<file path="src/common/sysconfig_prio_pkg.sv">
// package: register map, field layout and reset values for priority and pin-select registers
package sysconfig_prio_pkg;

  // register byte offsets
  localparam logic [3:0] off_fault_status    = 4'h0;
  localparam logic [3:0] off_master_prio_0   = 4'h4;
  localparam logic [3:0] off_master_prio_1   = 4'h8;
  localparam logic [3:0] off_master_prio_2   = 4'hc;
  localparam logic [5:0] off_pin_select_0    = 6'h10;
  localparam int         addr_width          = 4;

  // priority field layout
  localparam int prio_w = 3;
  localparam int n_prio_fields = 8;

  // reset values of the three priority registers
  localparam logic [31:0] master_prio_0_rst = 32'h4444_2222;
  localparam logic [31:0] master_prio_1_rst = 32'h4444_0000;
  localparam logic [31:0] master_prio_2_rst = 32'h5460_4404;

  // read-only zero bits of priority registers 0 and 1
  localparam logic [31:0] prio_ro_zero_mask = 32'h0000_0888;

  // pin select layout
  localparam int          sel_w           = 4;
  localparam int          top_field_lsb   = 28;
  localparam logic [31:0] pin_select_rst  = 32'h0000_0000;

  // pin-select top field codes
  localparam logic [3:0] sel_deep_sleep    = 4'h0;
  localparam logic [3:0] sel_rtc_alarm     = 4'h2;
  localparam logic [3:0] sel_serial2_cts   = 4'h4;
  localparam logic [3:0] sel_gpio_bank0_b8 = 4'h8;

  // bus response codes
  localparam logic [1:0] resp_okay   = 2'b00;
  localparam logic [1:0] resp_decerr = 2'b11;

  // fault type codes
  localparam int         fault_type_w     = 6;
  localparam logic [5:0] fault_none       = 6'h00;
  localparam logic [5:0] fault_user_exec  = 6'h01;
  localparam logic [5:0] fault_user_write = 6'h02;
  localparam logic [5:0] fault_user_read  = 6'h04;
  localparam logic [5:0] fault_sup_exec   = 6'h08;
  localparam logic [5:0] fault_sup_write  = 6'h10;
  localparam logic [5:0] fault_sup_read   = 6'h20;

endpackage

</file>
<file path="src/rtl/fault_capture.sv">
// first-fault type capture for the fault status register
`timescale 1ns/1ns
module fault_capture
  import sysconfig_prio_pkg::*;
(
  // clock and reset
  input  wire logic       clk,
  input  wire logic       rst,
  // fault report
  input  wire logic       fault_valid,
  input  wire logic       fault_user,
  input  wire logic       fault_exec,
  input  wire logic       fault_write,
  input  wire logic       fault_clear,
  // captured type
  output logic [5:0]      fault_type
);

  logic [5:0] next_fault_type;

  always_comb
  begin
    if (fault_exec)
      next_fault_type = fault_user ? fault_user_exec : fault_sup_exec;
    else if (fault_write)
      next_fault_type = fault_user ? fault_user_write : fault_sup_write;
    else
      next_fault_type = fault_user ? fault_user_read : fault_sup_read;
  end

  // only the first fault is kept; a new fault beats a clear in the same cycle
  always_ff @(posedge clk)
  begin
    if (rst)
      fault_type <= fault_none;
    else if (fault_valid && (fault_type == fault_none || fault_clear))
      fault_type <= next_fault_type;
    else if (fault_clear)
      fault_type <= fault_none;
  end

endmodule

</file>
<file path="src/rtl/pin_top_mux.sv">
// output steering for the pin owned by the top pin-select field
`timescale 1ns/1ns
module pin_top_mux
  import sysconfig_prio_pkg::*;
(
  // select
  input  wire logic [3:0] sel,
  // peripheral outputs
  input  wire logic       rtc_alarm_out,
  input  wire logic       gpio_out,
  input  wire logic       gpio_oe_n,
  // pin buffer
  output logic            pin_out,
  output logic            pin_oe_n
);

  // input-only functions leave the buffer undriven; reserved codes likewise
  always_comb
  begin
    case (sel)
      sel_rtc_alarm:
      begin
        pin_out  = rtc_alarm_out;
        pin_oe_n = 1'b0;
      end
      sel_gpio_bank0_b8:
      begin
        pin_out  = gpio_out;
        pin_oe_n = gpio_oe_n;
      end
      default:
      begin
        pin_out  = 1'b0;
        pin_oe_n = 1'b1;
      end
    endcase
  end

endmodule

</file>
<file path="src/rtl/sysconfig_priority_pinmux_regs.sv">
// register bank: fault type, master priorities and pin select, Avalon-MM slave
// What this block does
// - first fault type kept in bits 5-0
// - fault type one-hot user/supervisor exec/write/read
// - priority fields 3 bits, 0 highest
// - reg0 instruction/data priorities, reset 2
// - reg0 streaming port priority bits 18-16
// - reg1 three dma priorities at 18/14/10
// - reg1 realtime unit priorities, reset 0
// - reg1 video dma priorities, reset 4
// - reg2 display priority bits 30-28, reset 5
// - reg2 host port priority, reset 6
// - reg2 usb priorities, reset 4
// - bits 11,7,3 of reg0/1 read zero
// - four-bit select field per pin
// - select only steers output and enable
// - pin input reaches all sharers always
// - no hardware check of pin configuration
// - top field codes 0,2,4,8; others reserved
//
// The Avalon-MM slave port and the placing of the registers were chosen for this implementation.
`timescale 1ns/1ns
module sysconfig_priority_pinmux_regs
  import sysconfig_prio_pkg::*;
(
  // clock and reset
  input  wire logic        clk,
  input  wire logic        rst,
  // avalon-mm slave
  input  wire logic [5:0]  address,
  input  wire logic        read,
  input  wire logic        write,
  input  wire logic [31:0] writedata,
  input  wire logic [3:0]  byteenable,
  output logic [31:0]      readdata,
  output logic             waitrequest,
  output logic [1:0]       response,
  // fault report from the protection logic
  input  wire logic        fault_valid,
  input  wire logic        fault_user,
  input  wire logic        fault_exec,
  input  wire logic        fault_write,
  input  wire logic        fault_clear,
  // arbiter priorities
  output logic [2:0]       cpu_instr_prio,
  output logic [2:0]       cpu_data_prio,
  output logic [2:0]       parallel_stream_port_prio,
  output logic [2:0]       video_dma_b_prio,
  output logic [2:0]       video_dma_a_prio,
  output logic [2:0]       dma_ctl1_tc_a_prio,
  output logic [2:0]       dma_ctl0_tc_b_prio,
  output logic [2:0]       dma_ctl0_tc_a_prio,
  output logic [2:0]       rt_unit_b_prio,
  output logic [2:0]       rt_unit_a_prio,
  output logic [2:0]       display_ctl_prio,
  output logic [2:0]       host_port_prio,
  output logic [2:0]       usb_dma_port_prio,
  output logic [2:0]       usb_cfg_port_prio,
  // pin select fields
  output logic [31:0]      pin_select_0,
  // shared pin: peripheral side
  input  wire logic        rtc_alarm_out,
  input  wire logic        gpio_bank0_bit8_out,
  input  wire logic        gpio_bank0_bit8_oe_n,
  output logic             deep_sleep_input,
  output logic             serial2_clear_to_send,
  output logic             gpio_bank0_bit8_in,
  // shared pin: buffer side
  input  wire logic        pin_in,
  output logic             pin_out,
  output logic             pin_oe_n
);

  logic [31:0] master_priority_0;
  logic [31:0] master_priority_1;
  logic [31:0] master_priority_2;
  logic [5:0]  fault_type;
  logic        ack;
  logic [2:0]  pin_sync;
  logic        pin_level;

  // byte-lane merge of a write
  function automatic logic [31:0] merge(input logic [31:0] old, input logic [31:0] wd, input logic [3:0] be);
    logic [31:0] r;
    r = old;
    for (int i = 0; i < 4; i++)
    begin
      if (be[i])
        r[i*8 +: 8] = wd[i*8 +: 8];
    end
    return r;
  endfunction

  function automatic logic hit(input logic [5:0] a, input logic [5:0] off);
    return a == off;
  endfunction

  // one wait state: the answer comes on the edge after the request is seen
  always_ff @(posedge clk)
  begin
    if (rst)
      ack <= 1'b0;
    else
      ack <= (read || write) && !ack;
  end

  assign waitrequest = (read || write) && !ack;

  wire wr_take = write && ack;

  // priority registers; bits 11,7,3 of reg0/1 forced to zero, other reserved fields are plain storage, software keeps defaults
  always_ff @(posedge clk)
  begin
    if (rst)
    begin
      master_priority_0 <= master_prio_0_rst;
      master_priority_1 <= master_prio_1_rst;
      master_priority_2 <= master_prio_2_rst;
    end
    else if (wr_take)
    begin
      if (hit(address, {2'b00, off_master_prio_0}))
        master_priority_0 <= merge(master_priority_0, writedata, byteenable) & ~prio_ro_zero_mask;
      if (hit(address, {2'b00, off_master_prio_1}))
        master_priority_1 <= merge(master_priority_1, writedata, byteenable) & ~prio_ro_zero_mask;
      if (hit(address, {2'b00, off_master_prio_2}))
        master_priority_2 <= merge(master_priority_2, writedata, byteenable);
    end
  end

  // pin select register, one nibble per pin
  always_ff @(posedge clk)
  begin
    if (rst)
      pin_select_0 <= pin_select_rst;
    else if (wr_take && hit(address, off_pin_select_0))
      pin_select_0 <= merge(pin_select_0, writedata, byteenable);
  end

  // read path
  always_ff @(posedge clk)
  begin
    if (rst)
    begin
      readdata <= 32'h0000_0000;
      response <= resp_okay;
    end
    else if ((read || write) && !ack)
    begin
      response <= resp_okay;
      readdata <= 32'h0000_0000;
      case (address)
        {2'b00, off_fault_status}:  readdata <= {26'h0, fault_type};
        {2'b00, off_master_prio_0}: readdata <= master_priority_0;
        {2'b00, off_master_prio_1}: readdata <= master_priority_1;
        {2'b00, off_master_prio_2}: readdata <= master_priority_2;
        off_pin_select_0:           readdata <= pin_select_0;
        default:                    response <= resp_decerr;
      endcase
    end
  end

  fault_capture u_fault
  (
    .clk         (clk),
    .rst         (rst),
    .fault_valid (fault_valid),
    .fault_user  (fault_user),
    .fault_exec  (fault_exec),
    .fault_write (fault_write),
    .fault_clear (fault_clear),
    .fault_type  (fault_type)
  );

  // priorities driven straight from storage, no extra latency
  assign cpu_instr_prio            = master_priority_0[2:0];
  assign cpu_data_prio             = master_priority_0[6:4];
  assign parallel_stream_port_prio = master_priority_0[18:16];
  assign rt_unit_a_prio            = master_priority_1[2:0];
  assign rt_unit_b_prio            = master_priority_1[6:4];
  assign dma_ctl0_tc_a_prio        = master_priority_1[10:8];
  assign dma_ctl0_tc_b_prio        = master_priority_1[14:12];
  assign dma_ctl1_tc_a_prio        = master_priority_1[18:16];
  assign video_dma_a_prio          = master_priority_1[26:24];
  assign video_dma_b_prio          = master_priority_1[30:28];
  assign usb_cfg_port_prio         = master_priority_2[10:8];
  assign usb_dma_port_prio         = master_priority_2[14:12];
  assign host_port_prio            = master_priority_2[22:20];
  assign display_ctl_prio          = master_priority_2[30:28];

  // pin input synchroniser; a change counts when stages two and three agree
  always_ff @(posedge clk)
  begin
    if (rst)
      pin_sync <= 3'h0;
    else
      pin_sync <= {pin_sync[1:0], pin_in};
  end

  always_ff @(posedge clk)
  begin
    if (rst)
      pin_level <= 1'b0;
    else if (pin_sync[1] == pin_sync[2])
      pin_level <= pin_sync[2];
  end

  // input fans out regardless of select; sharers must ignore it when not owner
  assign deep_sleep_input      = pin_level;
  assign serial2_clear_to_send = pin_level;
  assign gpio_bank0_bit8_in    = pin_level;

  // no consistency check against peripheral mode: software owns that
  pin_top_mux u_top_mux
  (
    .sel           (pin_select_0[top_field_lsb +: sel_w]),
    .rtc_alarm_out (rtc_alarm_out),
    .gpio_out      (gpio_bank0_bit8_out),
    .gpio_oe_n     (gpio_bank0_bit8_oe_n),
    .pin_out       (pin_out),
    .pin_oe_n      (pin_oe_n)
  );

endmodule

</file>
<file path="config.mk">
export PLATFORM = sky130hd
export DESIGN_NAME = sysconfig_priority_pinmux_regs
export DESIGN_NICKNAME = d
export VERILOG_FILES = /design/src/common/sysconfig_prio_pkg.sv /design/src/rtl/fault_capture.sv /design/src/rtl/pin_top_mux.sv /design/src/rtl/sysconfig_priority_pinmux_regs.sv
export SDC_FILE = /design/constraint.sdc
export NUM_CORES = 1
export LEC_CHECK = 0
export ABC_AREA = 1
export BUFFER_PORTS_ARGS = -buffer_cell sky130_fd_sc_hd__buf_2
export CAP_MARGIN = 20
export CORE_MARGIN = 3
export CORE_UTILIZATION = 54
export DETAILED_ROUTE_END_ITERATION = 8
export PLACE_DENSITY = 0.91
export SLEW_MARGIN = 20
export SYNTH_ARGS = -nofsm -noshare
export SYNTH_HDL_FRONTEND = slang
export SYNTH_SLANG_ARGS = --single-unit
</file>
<file path="constraint.sdc">
create_clock -name clk -period 1.6 [get_ports clk]
set_input_delay 0 -clock clk [delete_from_list [all_inputs] [get_ports clk]]
set_output_delay 0 -clock clk [all_outputs]
set_load 0.005 [all_outputs]
</file>
==> flow_metrics.py, run 1 <==
metrics = {
    "clock_network": {
        "tritoncts_clock_tree": "built",
        "path_clk_slew_ns": 0.06,
        "cts_made_buffers": 17,
        "postCtsSetupRepairBufs": 0,
        "cts_htree_levels": 4,
        "root_buffer_master": "sky130_fd_sc_hd__clkbuf_16",
        "cts_max_path_buffers": 2,
        "cts_num_sinks": 166,
        "latest_clock_arrival_within_the_worst_skew_pair_ns": 0.43,
    },
    "power_and_ir_drop": {
        "power_frac_clock_pct": 47.2,
        "switching_share_pct": 22.8,
        "worst_vdd_ir_mv": 0.666,
        "power_switching_mw": 2.06,
        "p_int_mw": 6.98,
        "power_leakage_nw": 4.25,
        "p_seq_share_pct": 46.2,
        "power_frac_comb_pct": 6.6,
        "power.density_cell_area_nw_per_um2": 976,
    },
    "synth": {
        "netlist_instances": 1063,
        "yosys.area.top_type": "sky130_fd_sc_hd__dfxtp_1",
        "post_synth_instance_area_um2": 7470,
        "synth_top_flop_cell": "sky130_fd_sc_hd__dfxtp_1",
        "synth_fp_nets": 1118,
        "post-synth-top-area-fraction_pct": 44.5,
        "synth_seq_cells": 166,
        "syn_avg_cell_area_um2": 7.03,
        "ys_warn_count": 0,
        "synth-async-reset-ratio_pct": 0,
        "synth-edff-count": 0,
        "post_synthesis_cell_type_count": 25,
        "synth_seq_area_share_pct": 44.5,
        "post_synth_main_area_contributors": "sky130_fd_sc_hd__dfxtp_1 (44%), sky130_fd_sc_hd__nor2_1 (9.8%), sky130_fd_sc_hd__nand2_1 (8.4%)",
    },
    "place": {
        "port_buffers": 168,
        "dp_hpwl_mm": 13.7,
        "placed_cells_incl_taps": 1343,
        "gp_congestion": 0.829,
    },
    "min_path": {
        "class_of_the_tightest_hold_or_removal_check": "in2reg",
    },
    "critical_path": {
        "crit_path_start_kind": "flip-flop",
        "r2r_end": "u_fault.fault_type[1]$_SDFFE_PP0P_",
        "cp_max_fo": 6,
        "crit-reg2reg-launch": "u_fault.fault_type[2]$_SDFFE_PP0P_",
        "arrival_ns": 1.86,
        "critPathCaptureType": "flip-flop",
        "critical_path.startpoint": "u_fault.fault_type[2]$_SDFFE_PP0P_",
        "worst-setup-path-type": "reg2reg",
        "timing.reg2reg.worst_path_depth": 6,
        "r2r_slack_ns": 0.11,
        "cp_data_required_time_ns": 1.97,
        "worst_setup_path_endpoint": "u_fault.fault_type[1]$_SDFFE_PP0P_",
    },
    "floorplanning": {
        "dieWidth_um": 124,
        "start_util_pct": 55.8,
        "die_h_um": 124,
        "coreArea_um2": 13400,
        "pin_count": 169,
        "die_area_um2": 15300,
        "floorplan.rows": 42,
    },
    "finish": {
        "layout_overhead_on_the_synthesized_area_pct": 24.0,
        "n_antenna_cell": 0,
        "nNetsFinal": 1281,
        "finalNonFillerCells": 1414,
        "final_layout_size_suffix_gt1_share_pct": 20.8,
    },
    "grt": {
        "grt_max_degree": 130,
        "global_route_wire_length_before_repair_mm": 33.6,
        "gr-total-overflow": 0,
        "track_usage_pct": 27.9,
        "grt_pass1_vias": 6939,
        "grt_antenna_before_repair": 1,
    },
    "sta": {
        "pin_slew_with_the_least_headroom_to_its_limit_ns": 0.514,
        "layout_min_cycle_time_ns": 1.49,
        "worst_hold_slack_ns": 0.0374,
        "setup_viol": 0,
        "finalMaxSlewViolations": 0,
        "fin_crit_sh_pct": 93.3,
        "setup_repair_after_global_routing_missed_its_margin": "false",
        "tns_ns": 0,
        "worst_clock_skew_ns": 0.00540,
        "fmaxAchievable_mhz": 670,
        "slew-limit-headroom_pct": 65.7,
        "finalHoldViolations": 0,
    },
    "run_status": {
        "status": "finished, final reports clean",
    },
    "drt": {
        "post-route-drc-count": 0,
        "via_count": 7618,
        "pre_antenna_drt_iters": 6,
        "post_drt_wl_per_cell_um": 15.0,
        "drt_wl_total_mm": 21.3,
        "initialDrtViolationCount": 798,
        "detail_route.vias_per_cell": 5.39,
        "drtAntennaViolNets": 0,
    },
    "run": {
        "maxCapViolations": 0,
    },
}
cell usage after synthesis, types with 5 or more instances:
| cell type | instances |
|---|---|
| sky130_fd_sc_hd__nor2_4 | 7 |
| sky130_fd_sc_hd__inv_1 | 112 |
| sky130_fd_sc_hd__o21ai_0 | 114 |
| sky130_fd_sc_hd__nor2_2 | 6 |
| sky130_fd_sc_hd__inv_2 | 7 |
| sky130_fd_sc_hd__clkbuf_1 | 26 |
| sky130_fd_sc_hd__nor2_1 | 195 |
| sky130_fd_sc_hd__a22oi_1 | 5 |
| sky130_fd_sc_hd__dfxtp_1 | 166 |
| sky130_fd_sc_hd__nand3_1 | 23 |
| sky130_fd_sc_hd__nand2_1 | 167 |
| sky130_fd_sc_hd__a21oi_1 | 94 |
| sky130_fd_sc_hd__o211ai_1 | 8 |
| sky130_fd_sc_hd__buf_4 | 45 |
| sky130_fd_sc_hd__buf_2 | 22 |
| sky130_fd_sc_hd__nand4_1 | 53 |
power by group through the flow:
stage	registers, mW	logic (mW)	clock network [mW]
floorplan	4.27	0.264	0
global placement	4.27	0.497	0
detailed placement	4.27	0.504	0
CTS	4.18	0.581	4.30
global route	4.18	0.651	4.46
finish	4.18	0.595	4.27
sequential cells by signal, summed over array words and instances (netlist names):
name	count
master_priority_2	32
pin_select_0	32
readdata	32
master_priority_0	29
master_priority_1	29
u_fault.fault_type	6
pin_sync	3
ack	1
deep_sleep_input	1
response	1
worst min path at each step:
stage                   from                        to  slack, ns  cells after the start
6_report          address[0]  response[0]$_SDFFE_PP0P_       0.04                      5
4_1_cts           address[0]  response[0]$_SDFFE_PP0P_       0.02                      5
3_3_place_gp          pin_in    pin_sync[0]$_SDFF_PP0_       0.20                      3
3_5_place_dp          pin_in    pin_sync[0]$_SDFF_PP0_       0.21                      3
5_1_grt           address[0]  response[0]$_SDFFE_PP0P_       0.09                      5
2_1_floorplan  rtc_alarm_out                   pin_out       0.10                      2
timing repair:
action                     in CTS  in global routing
setup endpoints to repair       0                  9
hold endpoints to repair      129                  0
gates resized for setup         0                  4
hold buffers                   40                  0
cell usage in the layout, fill, tap and decap left out:
master / count
sky130_fd_sc_hd__a21oi_1: 94
sky130_fd_sc_hd__a22oi_1: 5
sky130_fd_sc_hd__buf_12: 2
sky130_fd_sc_hd__buf_2: 168
sky130_fd_sc_hd__buf_4: 31
sky130_fd_sc_hd__bufinv_16: 4
sky130_fd_sc_hd__clkbuf_1: 2
sky130_fd_sc_hd__clkbuf_16: 17
sky130_fd_sc_hd__clkinv_2: 1
sky130_fd_sc_hd__clkinvlp_4: 6
sky130_fd_sc_hd__dfxtp_1: 166
sky130_fd_sc_hd__dlygate4sd3_1: 40
sky130_fd_sc_hd__inv_1: 111
sky130_fd_sc_hd__inv_2: 8
sky130_fd_sc_hd__inv_6: 1
sky130_fd_sc_hd__nand2_1: 164
sky130_fd_sc_hd__nand2_2: 4
sky130_fd_sc_hd__nand2_4: 1
sky130_fd_sc_hd__nand3_1: 23
sky130_fd_sc_hd__nand3_2: 1
sky130_fd_sc_hd__nand4_1: 53
sky130_fd_sc_hd__nor2_1: 195
sky130_fd_sc_hd__nor2_2: 4
sky130_fd_sc_hd__nor2_4: 9
sky130_fd_sc_hd__nor3_1: 2
sky130_fd_sc_hd__o211ai_1: 8
sky130_fd_sc_hd__o21a_1: 1
sky130_fd_sc_hd__o21ai_0: 113
sky130_fd_sc_hd__o21ai_1: 1
sky130_fd_sc_hd__o21bai_2: 1
sky130_fd_sc_hd__o22ai_1: 2
metrics by stage:
step / utilization (%) / worst slack (ns) / power (mW) / area, um2
2_1_floorplan: - / 0.251 / 4.53 / 7470
3_3_place_gp: 61.5 / 0.145 / 4.77 / 8240
3_5_place_dp: 61.5 / 0.0664 / 4.77 / 8240
4_1_cts: 69.1 / 0.0869 / 9.05 / 9260
5_1_grt: 69.1 / 0.0121 / 9.29 / 9260
6_report: 69.1 / 0.108 / 9.04 / 9260
cell families after synthesis:
family	share of synthesized area, %
AOI/OAI and AO/OA	15.6
DFF	44.5
and+or+nand+nor	26.2
buffers and inverters	13.7
critical path, cell delays in order, from the launching register on:
cell and delay (ns):
sky130_fd_sc_hd__dfxtp_1 0.34, sky130_fd_sc_hd__nor2_1 0.10, sky130_fd_sc_hd__nand3_1 0.09, sky130_fd_sc_hd__nand2_2 0.12
sky130_fd_sc_hd__nand3_1 0.08, sky130_fd_sc_hd__dlygate4sd3_1 0.56, sky130_fd_sc_hd__a21oi_1 0.13
routing by layer:
layer  global-route usage (%)  vias up  routed length, um
met4                     11.7        2                477
li1                         -     3705                  -
met1                     34.6     3535               8880
met3                     6.81       47               1630
met5                        0        -                 13
met2                     46.4      329              10300
final cells by class:
cell class              instances  area [um2]
clock inverters                12         179
clock buffers                  19         433
multi-input cells             681        3150
fillers                      1093        4140
inverters                     119         447
repair buffers                241        1510
flip-flops and latches        166        3320
well taps                     176         220
Power figures use the tool's default switching activity.
==> run 2: changes to the inputs <==
==> constraint.sdc (replaced) <==
create_clock -name clk -period 1.6 [get_ports clk]
set_input_delay 0.4 -clock clk [delete_from_list [all_inputs] [get_ports clk]]
set_output_delay 0.4 -clock clk [all_outputs]
set_load 0.005 [all_outputs]
==> flow_metrics.py, run 2 (synthesis gave the netlist of run 1 again) <==
metrics = {
    "critical_path": {
        "worst-setup-path-type": "reg2out",
        "cp_max_fo": 3,
        "crit_path_start_kind": "flip-flop",
        "cp_top_family": "flip-flops",
        "critical_path.max_stage_delay_ns": 0.32,
        "cp_cell_sequence": "inv_2 -> nand4_1 -> o21a_1 -> buf_2",
        "cp_data_required_time_ns": 1.20,
        "critPathCaptureType": "output pin",
        "number_of_buffers_and_inverters_on_the_critical_path": 2,
        "timing.reg2reg.worst_path_depth": 7,
        "slowest_stage_cell_crit_path": "sky130_fd_sc_hd__dfxtp_2",
        "arrival_ns": 1.26,
        "worst-path-stages": 4,
    },
    "sta": {
        "worst_hold_slack_ns": 0.172,
        "layout_min_cycle_time_ns": 1.66,
        "setup_repair_after_global_routing_missed_its_margin": "true",
        "finalMaxSlewViolations": 0,
        "pin_slew_with_the_least_headroom_to_its_limit_ns": 0.471,
        "tns_ns": -0.101,
        "setup_viol": 2,
        "timing.final.ws_setup_ns": -0.0576,
        "fin_crit_sh_pct": 104,
        "worst_clock_skew_ns": 0.00659,
        "finalHoldViolations": 0,
        "slew-limit-headroom_pct": 68.6,
        "fmaxAchievable_mhz": 603,
    },
    "floorplanning": {
        "dieWidth_um": 124,
        "coreArea_um2": 13400,
        "die_h_um": 124,
        "floorplan.rows": 42,
        "start_util_pct": 55.8,
        "pin_count": 169,
        "die_area_um2": 15300,
    },
    "min_path": {
        "holdPathStages": 3,
        "class_of_the_tightest_hold_or_removal_check": "in2reg",
    },
    "grt": {
        "gr-total-overflow": 0,
        "grt_pass1_vias": 6872,
        "global_route_wire_length_before_repair_mm": 33.1,
        "grt_antenna_before_repair": 2,
        "grt_max_degree": 68,
        "track_usage_pct": 27.4,
    },
    "clock_network": {
        "path_clk_slew_ns": 0.06,
        "cts_max_path_buffers": 2,
        "cts_made_buffers": 17,
        "cts_htree_levels": 4,
        "root_buffer_master": "sky130_fd_sc_hd__clkbuf_16",
        "tritoncts_clock_tree": "built",
        "cts_num_sinks": 166,
        "latest_clock_arrival_within_the_worst_skew_pair_ns": 0.44,
    },
    "run_status": {
        "status": "finished with violations",
        "violations": "setup timing",
    },
    "finish": {
        "layout.cells.most_common_list": "sky130_fd_sc_hd__nor2_1 (195), sky130_fd_sc_hd__nand2_1 (167), sky130_fd_sc_hd__buf_2 (167), sky130_fd_sc_hd__dfxtp_1 (163), sky130_fd_sc_hd__o21ai_0 (113)",
        "nNetsFinal": 1273,
        "mostFrequentLayoutCell": "sky130_fd_sc_hd__nor2_1",
        "largest_registers": "master_priority_2 x32, pin_select_0 x32, readdata x32",
        "final_layout_size_suffix_gt1_share_pct": 24.0,
        "layout_overhead_on_the_synthesized_area_pct": 22.5,
        "finalNonFillerCells": 1408,
    },
    "place": {
        "gp_congestion": 0.858,
        "placed_cells_incl_taps": 1368,
        "port_buffers": 168,
        "dp_hpwl_mm": 14.2,
    },
    "drt": {
        "detail_route.vias_per_cell": 5.36,
        "pre_antenna_drt_iters": 7,
        "via_count": 7541,
        "post_drt_wl_per_cell_um": 14.8,
        "initialDrtViolationCount": 687,
        "post-route-drc-count": 0,
        "drtAntennaViolNets": 0,
        "drt_wl_total_mm": 20.8,
    },
    "power_and_ir_drop": {
        "worst_vdd_ir_mv": 0.732,
        "power_leakage_nw": 4.27,
        "power.density_cell_area_nw_per_um2": 950,
        "fin_total_pwr_mw": 8.70,
    },
    "run": {
        "maxCapViolations": 0,
    },
}
==> run 2: cell types whose count changed in the layout (fill, tap and decap cells not counted), moves of 3 or more <==
cell and change:
sky130_fd_sc_hd__inv_2 +5, sky130_fd_sc_hd__dfxtp_2 +3, sky130_fd_sc_hd__inv_1 -5, sky130_fd_sc_hd__dfxtp_1 -3
sky130_fd_sc_hd__nand2_2 -3, sky130_fd_sc_hd__buf_12 +7, sky130_fd_sc_hd__buf_4 +25, sky130_fd_sc_hd__clkinv_2 +5
sky130_fd_sc_hd__nand2_1 +3, sky130_fd_sc_hd__dlygate4sd3_1 -40, sky130_fd_sc_hd__clkinvlp_4 -4
==> run 2: path summary, 6_finish.rpt <==
path,startpoint,endpoint,slack [ns]
worst max-delay path,pin_select_0[28]$_SDFFE_PP0P_,pin_oe_n,-0.06
worst min-delay path,pin_in,pin_sync[0]$_SDFF_PP0_,0.17
worst max register to register,ack$_SDFF_PP0_,pin_select_0[3]$_SDFFE_PP0P_,0.13
worst min register to register,pin_sync[0]$_SDFF_PP0_,pin_sync[1]$_SDFF_PP0_,0.42
==> run 2: layout make-up <==
cell class	count	area (um2)
clock inverters	10	105
flip-flops and latches	166	3330
diodes	2	5.00
clock buffers	21	460
fillers	1076	4250
multi-input cells	681	3140
repair buffers	233	1450
well taps	176	220
inverters	119	447
==> run 2: where the power goes <==
group,switching [mW],internal (mW),total (mW)
registers,0.0175,4.16,4.18
logic,0.363,0.196,0.559
clock network,1.61,2.35,3.96
total,1.99,6.71,8.70
==> run 2: tightest hold or removal path, stage by stage <==
cell and delay, ns:
sky130_fd_sc_hd__buf_2 0.09, sky130_fd_sc_hd__inv_1 0.04, sky130_fd_sc_hd__nor2_1 0.03
==> run 2: metal layers <==
metal	vias to the layer above	global-route usage (%)	wire, um
met4	0	8.72	388
li1	3698	-	-
met5	-	0	0
met3	39	6.36	1600
met2	314	45.9	9990
met1	3490	34.9	8810
==> run 2: timing repair <==
item / CTS / global route
hold buffers: 0 / 0
gates resized for setup: 9 / 1
setup endpoints to repair: 3 / 4
pin swaps: 1 / 1
setup buffers: 2 / 5
==> run 2: stage by stage <==
stage	cell area [um2]	worst slack, ns	util (%)
detailed placement	8520	-0.167	63.6
finish	9150	-0.0576	68.3
CTS	9110	-0.0269	68.0
global route	9150	-0.122	68.3
floorplan	7470	0.113	-
global placement	8520	-0.0702	63.6
